[src/hw/dcsp_pkg.sv]
package dcsp_pkg;
  // register byte offsets
  localparam logic [7:0] CTRL_OFS = 8'h00;
  localparam logic [7:0] FRAME_OFS = 8'h04;
  localparam logic [7:0] STAT_OFS = 8'h08;
  localparam logic [7:0] TXB_OFS = 8'h10;
  localparam logic [7:0] RXB_OFS = 8'h20;
  // control and frame register field positions
  localparam int CTRL_EN_BIT = 0;
  localparam int CTRL_CKD_BIT = 1;
  localparam int CTRL_FSD_BIT = 2;
  localparam int CTRL_IDLE_BIT = 3;
  localparam int CTRL_MODE_LSB = 4;
  localparam int CTRL_WLEN_LSB = 8;
  localparam int FRAME_LEN_LSB = 0;
  localparam int FRAME_DIV_LSB = 8;
  localparam logic [31:0] CTRL_RESET = 32'h0000_0f00;
  localparam logic [31:0] FRAME_RESET = 32'h0000_0100;
  localparam int WORD_W = 16;
  localparam int PTR_W = 2;
  localparam int BUF_DEPTH = 4;
  localparam logic [3:0] AC_SLOT_WORDS = 4'hf;
  localparam logic [3:0] AC_WLEN = 4'hf;
  localparam logic [1:0] RESP_OKAY = 2'h0;
  localparam logic [1:0] RESP_SLVERR = 2'h2;

  typedef enum logic [1:0] {
    MODE_MULTI = 2'h0,
    MODE_I2S = 2'h1,
    MODE_AC16 = 2'h2,
    MODE_AC20 = 2'h3
  } dcsp_mode_e;

  typedef struct packed {
    logic [3:0] word_size_field;
    // bits 7:6 are unused; they keep every field at its register position
    logic [1:0] spare;
    dcsp_mode_e mode;
    logic data_out_idle_select;
    logic frame_sync_direction;
    logic bit_clock_direction;
    logic interface_enable;
  } dcsp_ctrl_s;

  typedef struct packed {
    logic o;
    logic oe;
  } dcsp_pin_s;
endpackage
[src/hw/dcsp_core.sv]
// The implementer's own choices: the address map and the AXI4-Lite interface to the registers.
`timescale 1ns/1ns
`default_nettype none
module dcsp_core #(
  parameter int WORD_W = dcsp_pkg::WORD_W,
  parameter int DEPTH = dcsp_pkg::BUF_DEPTH
) (
  // clock and reset
  input wire logic clk_in,
  input wire logic rstn_in,
  // axi4-lite write address, data and response
  input wire logic [7:0] s_axi_awaddr_in,
  input wire logic s_axi_awvalid_in,
  output logic s_axi_awready_out,
  input wire logic [31:0] s_axi_wdata_in,
  input wire logic [3:0] s_axi_wstrb_in,
  input wire logic s_axi_wvalid_in,
  output logic s_axi_wready_out,
  output logic [1:0] s_axi_bresp_out,
  output logic s_axi_bvalid_out,
  input wire logic s_axi_bready_in,
  // axi4-lite read
  input wire logic [7:0] s_axi_araddr_in,
  input wire logic s_axi_arvalid_in,
  output logic s_axi_arready_out,
  output logic [31:0] s_axi_rdata_out,
  output logic [1:0] s_axi_rresp_out,
  output logic s_axi_rvalid_out,
  input wire logic s_axi_rready_in,
  // serial pins
  input wire logic bit_clock_pin_in,
  output logic bit_clock_pin_out,
  output logic bit_clock_pin_oe_out,
  output logic serial_data_out_pin_out,
  output logic serial_data_out_pin_oe_out,
  input wire logic serial_data_in_pin_in,
  input wire logic frame_sync_pin_in,
  output logic frame_sync_pin_out,
  output logic frame_sync_pin_oe_out
);
  localparam int AW = $clog2(DEPTH);

  dcsp_pkg::dcsp_ctrl_s ctrl_reg;
  logic [3:0] frame_len_reg;
  logic [7:0] clk_div_reg;
  logic [WORD_W-1:0] tx_buf_reg [DEPTH];
  logic [WORD_W-1:0] rx_buf_reg [DEPTH];
  // shadow memory: low half receive, high half transmit
  logic [WORD_W-1:0] shadow_reg [2*DEPTH];
  logic [AW-1:0] ptr_reg;
  logic [WORD_W-1:0] shift_reg;
  logic [3:0] bit_cnt_reg;
  logic [3:0] slot_cnt_reg;
  logic [7:0] div_cnt_reg;
  logic ck_gen_reg;
  logic in_frame_reg;
  logic fs_gen_reg;
  // a slave has seen its sync and waits for the bit clock period that carries it to end
  logic armed_reg;
  logic ck_s1_reg, ck_s2_reg, ck_s3_reg;
  logic di_s1_reg, di_s2_reg;
  logic fs_s1_reg, fs_s2_reg, fs_prev_reg;
  logic [31:0] frames_done_reg;

  function automatic logic [AW:0] buf_addr(input logic top, input logic [AW-1:0] p);
    buf_addr = {top, p};
  endfunction

  function automatic logic [WORD_W-1:0] wlen_mask(input logic [3:0] wl);
    logic [WORD_W-1:0] m;
    m = '0;
    for (int i = 0; i < WORD_W; i++) begin
      if (i >= WORD_W - 1 - int'(wl)) begin
        m[i] = 1'b1;
      end
    end
    wlen_mask = m;
  endfunction

  // ---------------- axi4-lite slave ----------------
  logic aw_held_reg, w_held_reg;
  logic [7:0] aw_addr_reg;
  logic [31:0] w_data_reg;
  logic [3:0] w_strb_reg;
  logic wr_ok;
  wire logic do_write = aw_held_reg && w_held_reg && !s_axi_bvalid_out;
  wire logic [31:0] wmask = {{8{w_strb_reg[3]}}, {8{w_strb_reg[2]}}, {8{w_strb_reg[1]}}, {8{w_strb_reg[0]}}};

  always_ff @(posedge clk_in or negedge rstn_in) begin
    if (!rstn_in) begin
      aw_held_reg <= 1'b0;
      w_held_reg <= 1'b0;
      aw_addr_reg <= 8'h00;
      w_data_reg <= 32'h0000_0000;
      w_strb_reg <= 4'h0;
      s_axi_awready_out <= 1'b0;
      s_axi_wready_out <= 1'b0;
      s_axi_bvalid_out <= 1'b0;
      s_axi_bresp_out <= dcsp_pkg::RESP_OKAY;
    end else begin
      s_axi_awready_out <= !aw_held_reg && !s_axi_awready_out && s_axi_awvalid_in;
      s_axi_wready_out <= !w_held_reg && !s_axi_wready_out && s_axi_wvalid_in;
      if (s_axi_awvalid_in && s_axi_awready_out) begin
        aw_held_reg <= 1'b1;
        aw_addr_reg <= s_axi_awaddr_in;
      end
      if (s_axi_wvalid_in && s_axi_wready_out) begin
        w_held_reg <= 1'b1;
        w_data_reg <= s_axi_wdata_in;
        w_strb_reg <= s_axi_wstrb_in;
      end
      if (do_write) begin
        aw_held_reg <= 1'b0;
        w_held_reg <= 1'b0;
        s_axi_bvalid_out <= 1'b1;
        s_axi_bresp_out <= wr_ok ? dcsp_pkg::RESP_OKAY : dcsp_pkg::RESP_SLVERR;
      end else if (s_axi_bvalid_out && s_axi_bready_in) begin
        s_axi_bvalid_out <= 1'b0;
      end
    end
  end

  // only word-aligned addresses in the control, frame and transmit areas take writes
  always_comb begin
    wr_ok = (aw_addr_reg == dcsp_pkg::CTRL_OFS) || (aw_addr_reg == dcsp_pkg::FRAME_OFS) ||
            (aw_addr_reg[7:4] == dcsp_pkg::TXB_OFS[7:4] && aw_addr_reg[1:0] == 2'h0 &&
             int'(aw_addr_reg[3:2]) < DEPTH);
  end

  // control registers
  always_ff @(posedge clk_in or negedge rstn_in) begin
    if (!rstn_in) begin
      ctrl_reg <= dcsp_pkg::dcsp_ctrl_s'(dcsp_pkg::CTRL_RESET[11:0]);
      frame_len_reg <= dcsp_pkg::FRAME_RESET[3:0];
      clk_div_reg <= dcsp_pkg::FRAME_RESET[15:8];
    end else if (do_write) begin
      if (aw_addr_reg == dcsp_pkg::CTRL_OFS) begin
        ctrl_reg <= dcsp_pkg::dcsp_ctrl_s'(12'((w_data_reg & wmask) | ({20'h0, ctrl_reg} & ~wmask)));
      end else if (aw_addr_reg == dcsp_pkg::FRAME_OFS) begin
        if (w_strb_reg[0]) frame_len_reg <= w_data_reg[dcsp_pkg::FRAME_LEN_LSB +: 4];
        if (w_strb_reg[1]) clk_div_reg <= w_data_reg[dcsp_pkg::FRAME_DIV_LSB +: 8];
      end
    end
  end

  // cpu-facing transmit buffer; the serial engine only reads it, while it writes rx_buf_reg directly
  always_ff @(posedge clk_in or negedge rstn_in) begin
    if (!rstn_in) begin
      for (int i = 0; i < DEPTH; i++) tx_buf_reg[i] <= '0;
    end else if (do_write && aw_addr_reg[7:4] == dcsp_pkg::TXB_OFS[7:4] && wr_ok) begin
      if (w_strb_reg[0]) tx_buf_reg[aw_addr_reg[2+:AW]][7:0] <= w_data_reg[7:0];
      if (w_strb_reg[1]) tx_buf_reg[aw_addr_reg[2+:AW]][15:8] <= w_data_reg[15:8];
    end
  end

  // read channel
  always_ff @(posedge clk_in or negedge rstn_in) begin
    if (!rstn_in) begin
      s_axi_arready_out <= 1'b0;
      s_axi_rvalid_out <= 1'b0;
      s_axi_rdata_out <= 32'h0000_0000;
      s_axi_rresp_out <= dcsp_pkg::RESP_OKAY;
    end else begin
      s_axi_arready_out <= !s_axi_rvalid_out && !s_axi_arready_out && s_axi_arvalid_in;
      if (s_axi_arvalid_in && s_axi_arready_out) begin
        s_axi_rvalid_out <= 1'b1;
        s_axi_rresp_out <= dcsp_pkg::RESP_OKAY;
        s_axi_rdata_out <= 32'h0000_0000;
        if (s_axi_araddr_in == dcsp_pkg::CTRL_OFS) begin
          s_axi_rdata_out <= {20'h0, ctrl_reg};
        end else if (s_axi_araddr_in == dcsp_pkg::FRAME_OFS) begin
          s_axi_rdata_out <= {16'h0, clk_div_reg, 4'h0, frame_len_reg};
        end else if (s_axi_araddr_in == dcsp_pkg::STAT_OFS) begin
          s_axi_rdata_out <= {frames_done_reg[23:0], 2'h0, in_frame_reg, 1'b0, slot_cnt_reg[1:0], 2'(ptr_reg)};
        end else if (s_axi_araddr_in[1:0] == 2'h0 && int'(s_axi_araddr_in[3:2]) < DEPTH &&
                     s_axi_araddr_in[7:4] == dcsp_pkg::TXB_OFS[7:4]) begin
          s_axi_rdata_out <= {16'h0, tx_buf_reg[s_axi_araddr_in[2+:AW]]};
        end else if (s_axi_araddr_in[1:0] == 2'h0 && int'(s_axi_araddr_in[3:2]) < DEPTH &&
                     s_axi_araddr_in[7:4] == dcsp_pkg::RXB_OFS[7:4]) begin
          s_axi_rdata_out <= {16'h0, rx_buf_reg[s_axi_araddr_in[2+:AW]]};
        end else begin
          s_axi_rresp_out <= dcsp_pkg::RESP_SLVERR;
        end
      end else if (s_axi_rvalid_out && s_axi_rready_in) begin
        s_axi_rvalid_out <= 1'b0;
      end
    end
  end

  // ---------------- pin synchronisers ----------------
  always_ff @(posedge clk_in or negedge rstn_in) begin
    if (!rstn_in) begin
      ck_s1_reg <= 1'b0;
      ck_s2_reg <= 1'b0;
      ck_s3_reg <= 1'b0;
      di_s1_reg <= 1'b0;
      di_s2_reg <= 1'b0;
      fs_s1_reg <= 1'b0;
      fs_s2_reg <= 1'b0;
      fs_prev_reg <= 1'b0;
    end else begin
      ck_s1_reg <= bit_clock_pin_in;
      ck_s2_reg <= ck_s1_reg;
      ck_s3_reg <= ck_s2_reg;
      di_s1_reg <= serial_data_in_pin_in;
      di_s2_reg <= di_s1_reg;
      fs_s1_reg <= frame_sync_pin_in;
      fs_s2_reg <= fs_s1_reg;
      fs_prev_reg <= fs_s2_reg;
    end
  end

  // ---------------- bit clock ----------------
  wire logic en = ctrl_reg.interface_enable;
  wire logic ext_ck = ctrl_reg.bit_clock_direction;
  logic ck_rise, ck_fall;
  always_comb begin
    if (ext_ck) begin
      ck_rise = ck_s2_reg && !ck_s3_reg;
      ck_fall = !ck_s2_reg && ck_s3_reg;
    end else begin
      ck_rise = (div_cnt_reg == clk_div_reg) && !ck_gen_reg;
      ck_fall = (div_cnt_reg == clk_div_reg) && ck_gen_reg;
    end
  end

  always_ff @(posedge clk_in or negedge rstn_in) begin
    if (!rstn_in) begin
      div_cnt_reg <= 8'h00;
      ck_gen_reg <= 1'b0;
    end else if (!en || ext_ck) begin
      div_cnt_reg <= 8'h00;
      ck_gen_reg <= 1'b0;
    end else if (div_cnt_reg == clk_div_reg) begin
      div_cnt_reg <= 8'h00;
      ck_gen_reg <= !ck_gen_reg;
    end else begin
      div_cnt_reg <= div_cnt_reg + 8'h01;
    end
  end

  // ---------------- serial engine ----------------
  wire logic ac_mode = ctrl_reg.mode[1];
  wire logic i2s_mode = ctrl_reg.mode == dcsp_pkg::MODE_I2S;
  wire logic [3:0] wlen = ac_mode ? dcsp_pkg::AC_WLEN : ctrl_reg.word_size_field;
  wire logic [3:0] slots = ac_mode ? dcsp_pkg::AC_SLOT_WORDS : frame_len_reg;
  wire logic slave = ctrl_reg.frame_sync_direction;
  wire logic fs_sample = fs_s2_reg;
  wire logic word_end = bit_cnt_reg == wlen;
  wire logic frame_end = word_end && slot_cnt_reg == slots;
  // a short word ends at the bottom of the shifter; this many zeros lift its msb to the top
  wire logic [3:0] pad_bits = 4'(WORD_W - 1) - wlen;
  logic fs_start;
  always_comb begin
    if (i2s_mode) begin
      fs_start = fs_sample != fs_prev_reg;
    end else begin
      fs_start = fs_sample && !fs_prev_reg;
    end
  end
  wire logic [AW:0] rx_addr = buf_addr(1'b0, ptr_reg);
  wire logic [AW:0] tx_addr = buf_addr(1'b1, ptr_reg);

  always_ff @(posedge clk_in or negedge rstn_in) begin
    if (!rstn_in) begin
      ptr_reg <= '0;
      bit_cnt_reg <= 4'h0;
      slot_cnt_reg <= 4'h0;
      shift_reg <= '0;
      in_frame_reg <= 1'b0;
      fs_gen_reg <= 1'b0;
      frames_done_reg <= 32'h0000_0000;
      armed_reg <= 1'b0;
      for (int i = 0; i < 2*DEPTH; i++) shadow_reg[i] <= '0;
      for (int i = 0; i < DEPTH; i++) rx_buf_reg[i] <= '0;
    end else if (!en) begin
      ptr_reg <= '0;
      bit_cnt_reg <= 4'h0;
      slot_cnt_reg <= 4'h0;
      in_frame_reg <= 1'b0;
      fs_gen_reg <= 1'b0;
      armed_reg <= 1'b0;
    end else begin
      if (!in_frame_reg && ck_fall && (!slave || armed_reg)) begin
        // slave data follows one bit clock after its sync; master frames start at once
        in_frame_reg <= 1'b1;
        armed_reg <= 1'b0;
        bit_cnt_reg <= 4'h0;
        slot_cnt_reg <= 4'h0;
        shift_reg <= shadow_reg[tx_addr] & wlen_mask(wlen);
        fs_gen_reg <= i2s_mode ? !fs_gen_reg : 1'b1;
      end else if (in_frame_reg && ck_rise) begin
        shift_reg <= {shift_reg[WORD_W-2:0], di_s2_reg};
      end else if (in_frame_reg && ck_fall) begin
        bit_cnt_reg <= bit_cnt_reg + 4'h1;
        if (!i2s_mode && !(ac_mode && slot_cnt_reg == 4'h0)) fs_gen_reg <= 1'b0;
        if (word_end) begin
          bit_cnt_reg <= 4'h0;
          shadow_reg[rx_addr] <= shift_reg << pad_bits;
          rx_buf_reg[ptr_reg] <= shift_reg << pad_bits;
          ptr_reg <= ptr_reg + 1'b1;
          slot_cnt_reg <= slot_cnt_reg + 4'h1;
          shift_reg <= shadow_reg[buf_addr(1'b1, ptr_reg + 1'b1)] & wlen_mask(wlen);
          if (i2s_mode && !slave) fs_gen_reg <= !fs_gen_reg;
          if (frame_end) begin
            in_frame_reg <= 1'b0;
            frames_done_reg <= frames_done_reg + 32'h1;
          end
        end
      end
      // a sync on the closing fall of a frame opens the next one, so back-to-back frames are kept;
      // any other sync inside a frame is ignored
      if (slave && fs_start && (!in_frame_reg || (ck_fall && frame_end))) begin
        armed_reg <= 1'b1;
      end
      // refresh transmit shadow from cpu copy for slots not in flight
      for (int i = 0; i < DEPTH; i++) begin
        if (!in_frame_reg || i != int'(ptr_reg)) shadow_reg[DEPTH + i] <= tx_buf_reg[i];
      end
    end
  end
  // ---------------- pin drivers ----------------
  always_ff @(posedge clk_in or negedge rstn_in) begin
    if (!rstn_in) begin
      bit_clock_pin_out <= 1'b0;
      bit_clock_pin_oe_out <= 1'b0;
      serial_data_out_pin_out <= 1'b0;
      serial_data_out_pin_oe_out <= 1'b0;
      frame_sync_pin_out <= 1'b0;
      frame_sync_pin_oe_out <= 1'b0;
    end else begin
      bit_clock_pin_out <= ck_gen_reg;
      bit_clock_pin_oe_out <= en && !ext_ck;
      frame_sync_pin_out <= fs_gen_reg;
      frame_sync_pin_oe_out <= en && !slave;
      serial_data_out_pin_out <= in_frame_reg && shift_reg[WORD_W-1];
      if (!en) begin
        serial_data_out_pin_oe_out <= 1'b0;
      end else begin
        serial_data_out_pin_oe_out <= in_frame_reg || !ctrl_reg.data_out_idle_select;
      end
    end
  end
endmodule
`default_nettype wire

[config.mk]
export PLATFORM = sky130hd
export DESIGN_NAME = dcsp_core
export DESIGN_NICKNAME = d
export VERILOG_FILES = /design/src/hw/dcsp_pkg.sv /design/src/hw/dcsp_core.sv
export SDC_FILE = /design/constraint.sdc
export NUM_CORES = 1
export LEC_CHECK = 0
export BUFFER_PORTS_ARGS = -buffer_cell sky130_fd_sc_hd__buf_4
export CAP_MARGIN = 20
export CORE_MARGIN = 1
export CORE_UTILIZATION = 55
export CTS_BUF_LIST = sky130_fd_sc_hd__clkbuf_8
export CTS_CLUSTER_DIAMETER = 50
export DETAILED_ROUTE_END_ITERATION = 10
export GPL_TIMING_DRIVEN = 0
export PLACE_DENSITY = 0.73
export SYNTH_ARGS = -nofsm -noshare
export SYNTH_HDL_FRONTEND = slang
export SYNTH_SLANG_ARGS = --single-unit
[constraint.sdc]
create_clock -name clk_in -period 4.61 [get_ports clk_in]
set_input_delay 0.922 -clock clk_in [delete_from_list [all_inputs] [get_ports clk_in]]
set_output_delay 0.922 -clock clk_in [all_outputs]
set_load 0.01 [all_outputs]
==> impl_metrics.toml <==
[synth]
netlist_area_um2 = 17460
seq_area_frac_synth = 0.5148
synth_area_per_cell_um2 = 12.61
yosys_warnings = 0
syn_inst = 1385
async_reset_ff_frac = 1.000
synth_edf_count = 0
ys_types = 75
ys.flop_type = "dfrtp_1"
ys_seq_elements = 359

[worst_setup_path]
path_class = "reg -> reg"
max_stage_delay_ns = 0.91
reg2reg_slack_ns = 0.20
critPathLaunchType = "flop"
r2r-end = "shadow_reg[63]$_DFFE_PN0P_"
crit_fanout = 10
endpoint_kind = "flop"
cpMaxStageDelayCell = "a21oi_1"
worstPathRequired_ns = 5.12
crit_arrival_ns = 4.92
r2r_start = "ptr_reg[0]$_DFFE_PN0P_"
worstRegToRegCells = 8
path_cells = "clkbuf_1, buf_2, buf_2, inv_1, ha_1, a21oi_1, clkbuf_1, mux2_2"

[cts]
cts_made_buffers = 60
clock_path_buffers = 3
cts_tree = "built"
cts-htree-levels = 2
postCtsSetupRepairBufs = 0
clock_sinks = 359
insertion_delay_ns = 0.63
cts_root_buffer = "clkbuf_8"
cts.clk_slew.worst_paths_ns = 0.07
cts_hold_buf = 0

[grt]
antenna_found_initial = 0
grt-ovfl-total = 0
grt_pass1_vias = 12590
grtUsageTotal = 0.3028
grt_max_degree = 126
grt_pass1_wl_um = 75130

[sta]
maxClockFrequency_mhz = 226.7
final.min_clock_period_ns = 4.411
drv_slew = 0
relSlewSlack = 0.2288
hold_violations = 0
worst_pin_slew_ns = 1.157
period_share = 0.9568
rsz0062_at_grt = "no"
skew_ns = 0.02245
whs_ns = 0.3625
setup_violations = 0

[floorplanning]
fp.dieH_um = 180.2
row_count = 64
ios = 109
die_w_um = 180.2
core_um2 = 30910
dieArea_um2 = 32470
start_util = 0.5650

[hold_path]
hold_path_class = "reg -> reg"
min_to = "fs_s2_reg$_DFF_PN0_"
min_from = "fs_s1_reg$_DFF_PN0_"
hold_depth = 0

[place]
dp_hpwl_um = 34450
gp_congestion = 0.9953
dpl_cell_area_um2 = 18700
port_buffers = 86

[routing]
wire_per_inst_um = 24.20
routed_wl_um = 47970
drt_pre_antenna_iters = 5
dr_total_vias = 12470
drt_iter0_markers = 1048
drc_errors = 0
viasPerCell = 6.289
drtAntennaViolNets = 0

[layout]
nNetsFinal = 1610
layout_common_cells = "354 x dfrtp_1, 196 x mux2_2, 126 x nand2_1"
area_delta_synth_final_pct = 14.31
regArea_um2 = 8990
fin_area_um2 = 19960
layout_commonest_cell = "dfrtp_1"
drive_above_1_share = 0.3172
antenna_cells = 0
multi_input_area_um2 = 7996
fillers = 2463

[run_status]
status = "complete, no violations"

[power_and_ir_drop]
p_leak_uw = 0.009241
vdd_drop_max_uv = 397.5
power_density_nw_per_um2 = 385.4

[run]
drv_cap = 0
[area by class of cell]
cell class	count	area share
buffer	85	0.02012
clock buffer	78	0.05378
clock inverter	32	0.009088
inverter	21	0.003949
multi-input combinational	920	0.4006
sequential	359	0.4503
tap	396	0.02482
timing repair buffer	91	0.03736
[cell families after synthesis]
kind of cell	count (synthesis)	synth area share
DFF	359	0.5148
and+or+nand+nor	322	0.09400
muxes	315	0.2490
AOI/OAI and AO/OA	224	0.08375
buffers and inverters	107	0.02758
xor gates and xnor gates	47	0.02357
adders and majority gates	10	0.007164
other	1	0.0002147
[synthesized netlist by cell type, drive strengths merged, types with 4 or more instances]
cell    number  area share
dfrtp      354        0.51
mux2       225        0.15
nand2      126       0.027
o21ai       86       0.025
mux4        73       0.094
clkbuf      60       0.013
nor2        58       0.013
a21oi       38       0.011
xor2        36       0.018
nand3       35       0.010
nor3        27      0.0077
buf         26       0.010
inv         20      0.0043
a22o        18      0.0090
mux2i       17      0.0097
nand4       15      0.0097
xnor2       11      0.0055
a31oi       10      0.0044
a32oi       10      0.0050
ha          10      0.0072
nor2b       10      0.0036
a211oi       9      0.0039
and3         8      0.0029
nand2b       7      0.0025
nor4         6      0.0032
a221oi       5      0.0025
a22oi        5      0.0029
dfstp        5      0.0075
nor3b        5      0.0027
o211ai       5      0.0021
and2         4      0.0014
o21a         4      0.0017
o221ai       4      0.0020
o22ai        4      0.0014
or3          4      0.0017
[where the power goes]
part           internal (uW)  leakage [uW]  switching [uW]
registers               3400       0.00491             301
clock network           1570      0.000717            1320
logic                    463       0.00362             641
[stage by stage]
stage | setup TNS, ns | utilization | instances | worst slack (ns) | power (uW)
after floorplan | 0 | - | 1386 | 1.274 | 4345
after global placement | -250.17 | 0.6020 | 1868 | -0.7466 | 4801
after detailed placement | -2.319 | 0.6050 | 1872 | -0.3509 | 4846
after CTS | 0 | 0.6457 | 1982 | 0.1149 | 7731
after global routing | 0 | 0.6458 | 1982 | 0.09058 | 7997
final | 0 | 0.6458 | 1982 | 0.1991 | 7694
[routing by layer]
layer  global-route usage  vias up  part of all wire
met5                    0        -                 0
met3              0.05517      118             0.070
met2               0.4721      473              0.47
li1                     -     5432                 -
met4               0.1091        0             0.033
met1               0.4276     6442              0.43
[critical path, delay by kind of cell, from the launching register on]
family / cells / cell delay (ns)
muxes: 1 / 0.42
adders and majority gates: 1 / 0.27
AOI/OAI and AO/OA: 1 / 0.91
buffers and inverters: 5 / 2.31
DFF: 1 / 0.38
[how the worst max path moves through the flow]
stage                                      start                         end  slack, ns  cells after the start
after floorplan           ptr_reg[1]$_DFFE_PN0P_   shift_reg[14]$_DFFE_PN0P_       1.27                     10
after global placement                   rstn_in      w_held_reg$_DFFE_PN0P_      -0.75                      1
after detailed placement  ptr_reg[1]$_DFFE_PN0P_   shift_reg[14]$_DFFE_PN0P_      -0.35                     10
after CTS                 ptr_reg[0]$_DFFE_PN0P_   shift_reg[14]$_DFFE_PN0P_       0.11                     11
after global routing      ptr_reg[0]$_DFFE_PN0P_  shadow_reg[58]$_DFFE_PN0P_       0.09                      8
final                     ptr_reg[0]$_DFFE_PN0P_  shadow_reg[63]$_DFFE_PN0P_       0.20                      8
[what timing repair did]
action,4_1_cts,5_1_grt
endpoints found under the setup margin,10,4
gates resized for setup,2,0
pin swaps,0,0
endpoints found under the hold margin,0,0
No activity file was read; power rests on OpenSTA's default activity.
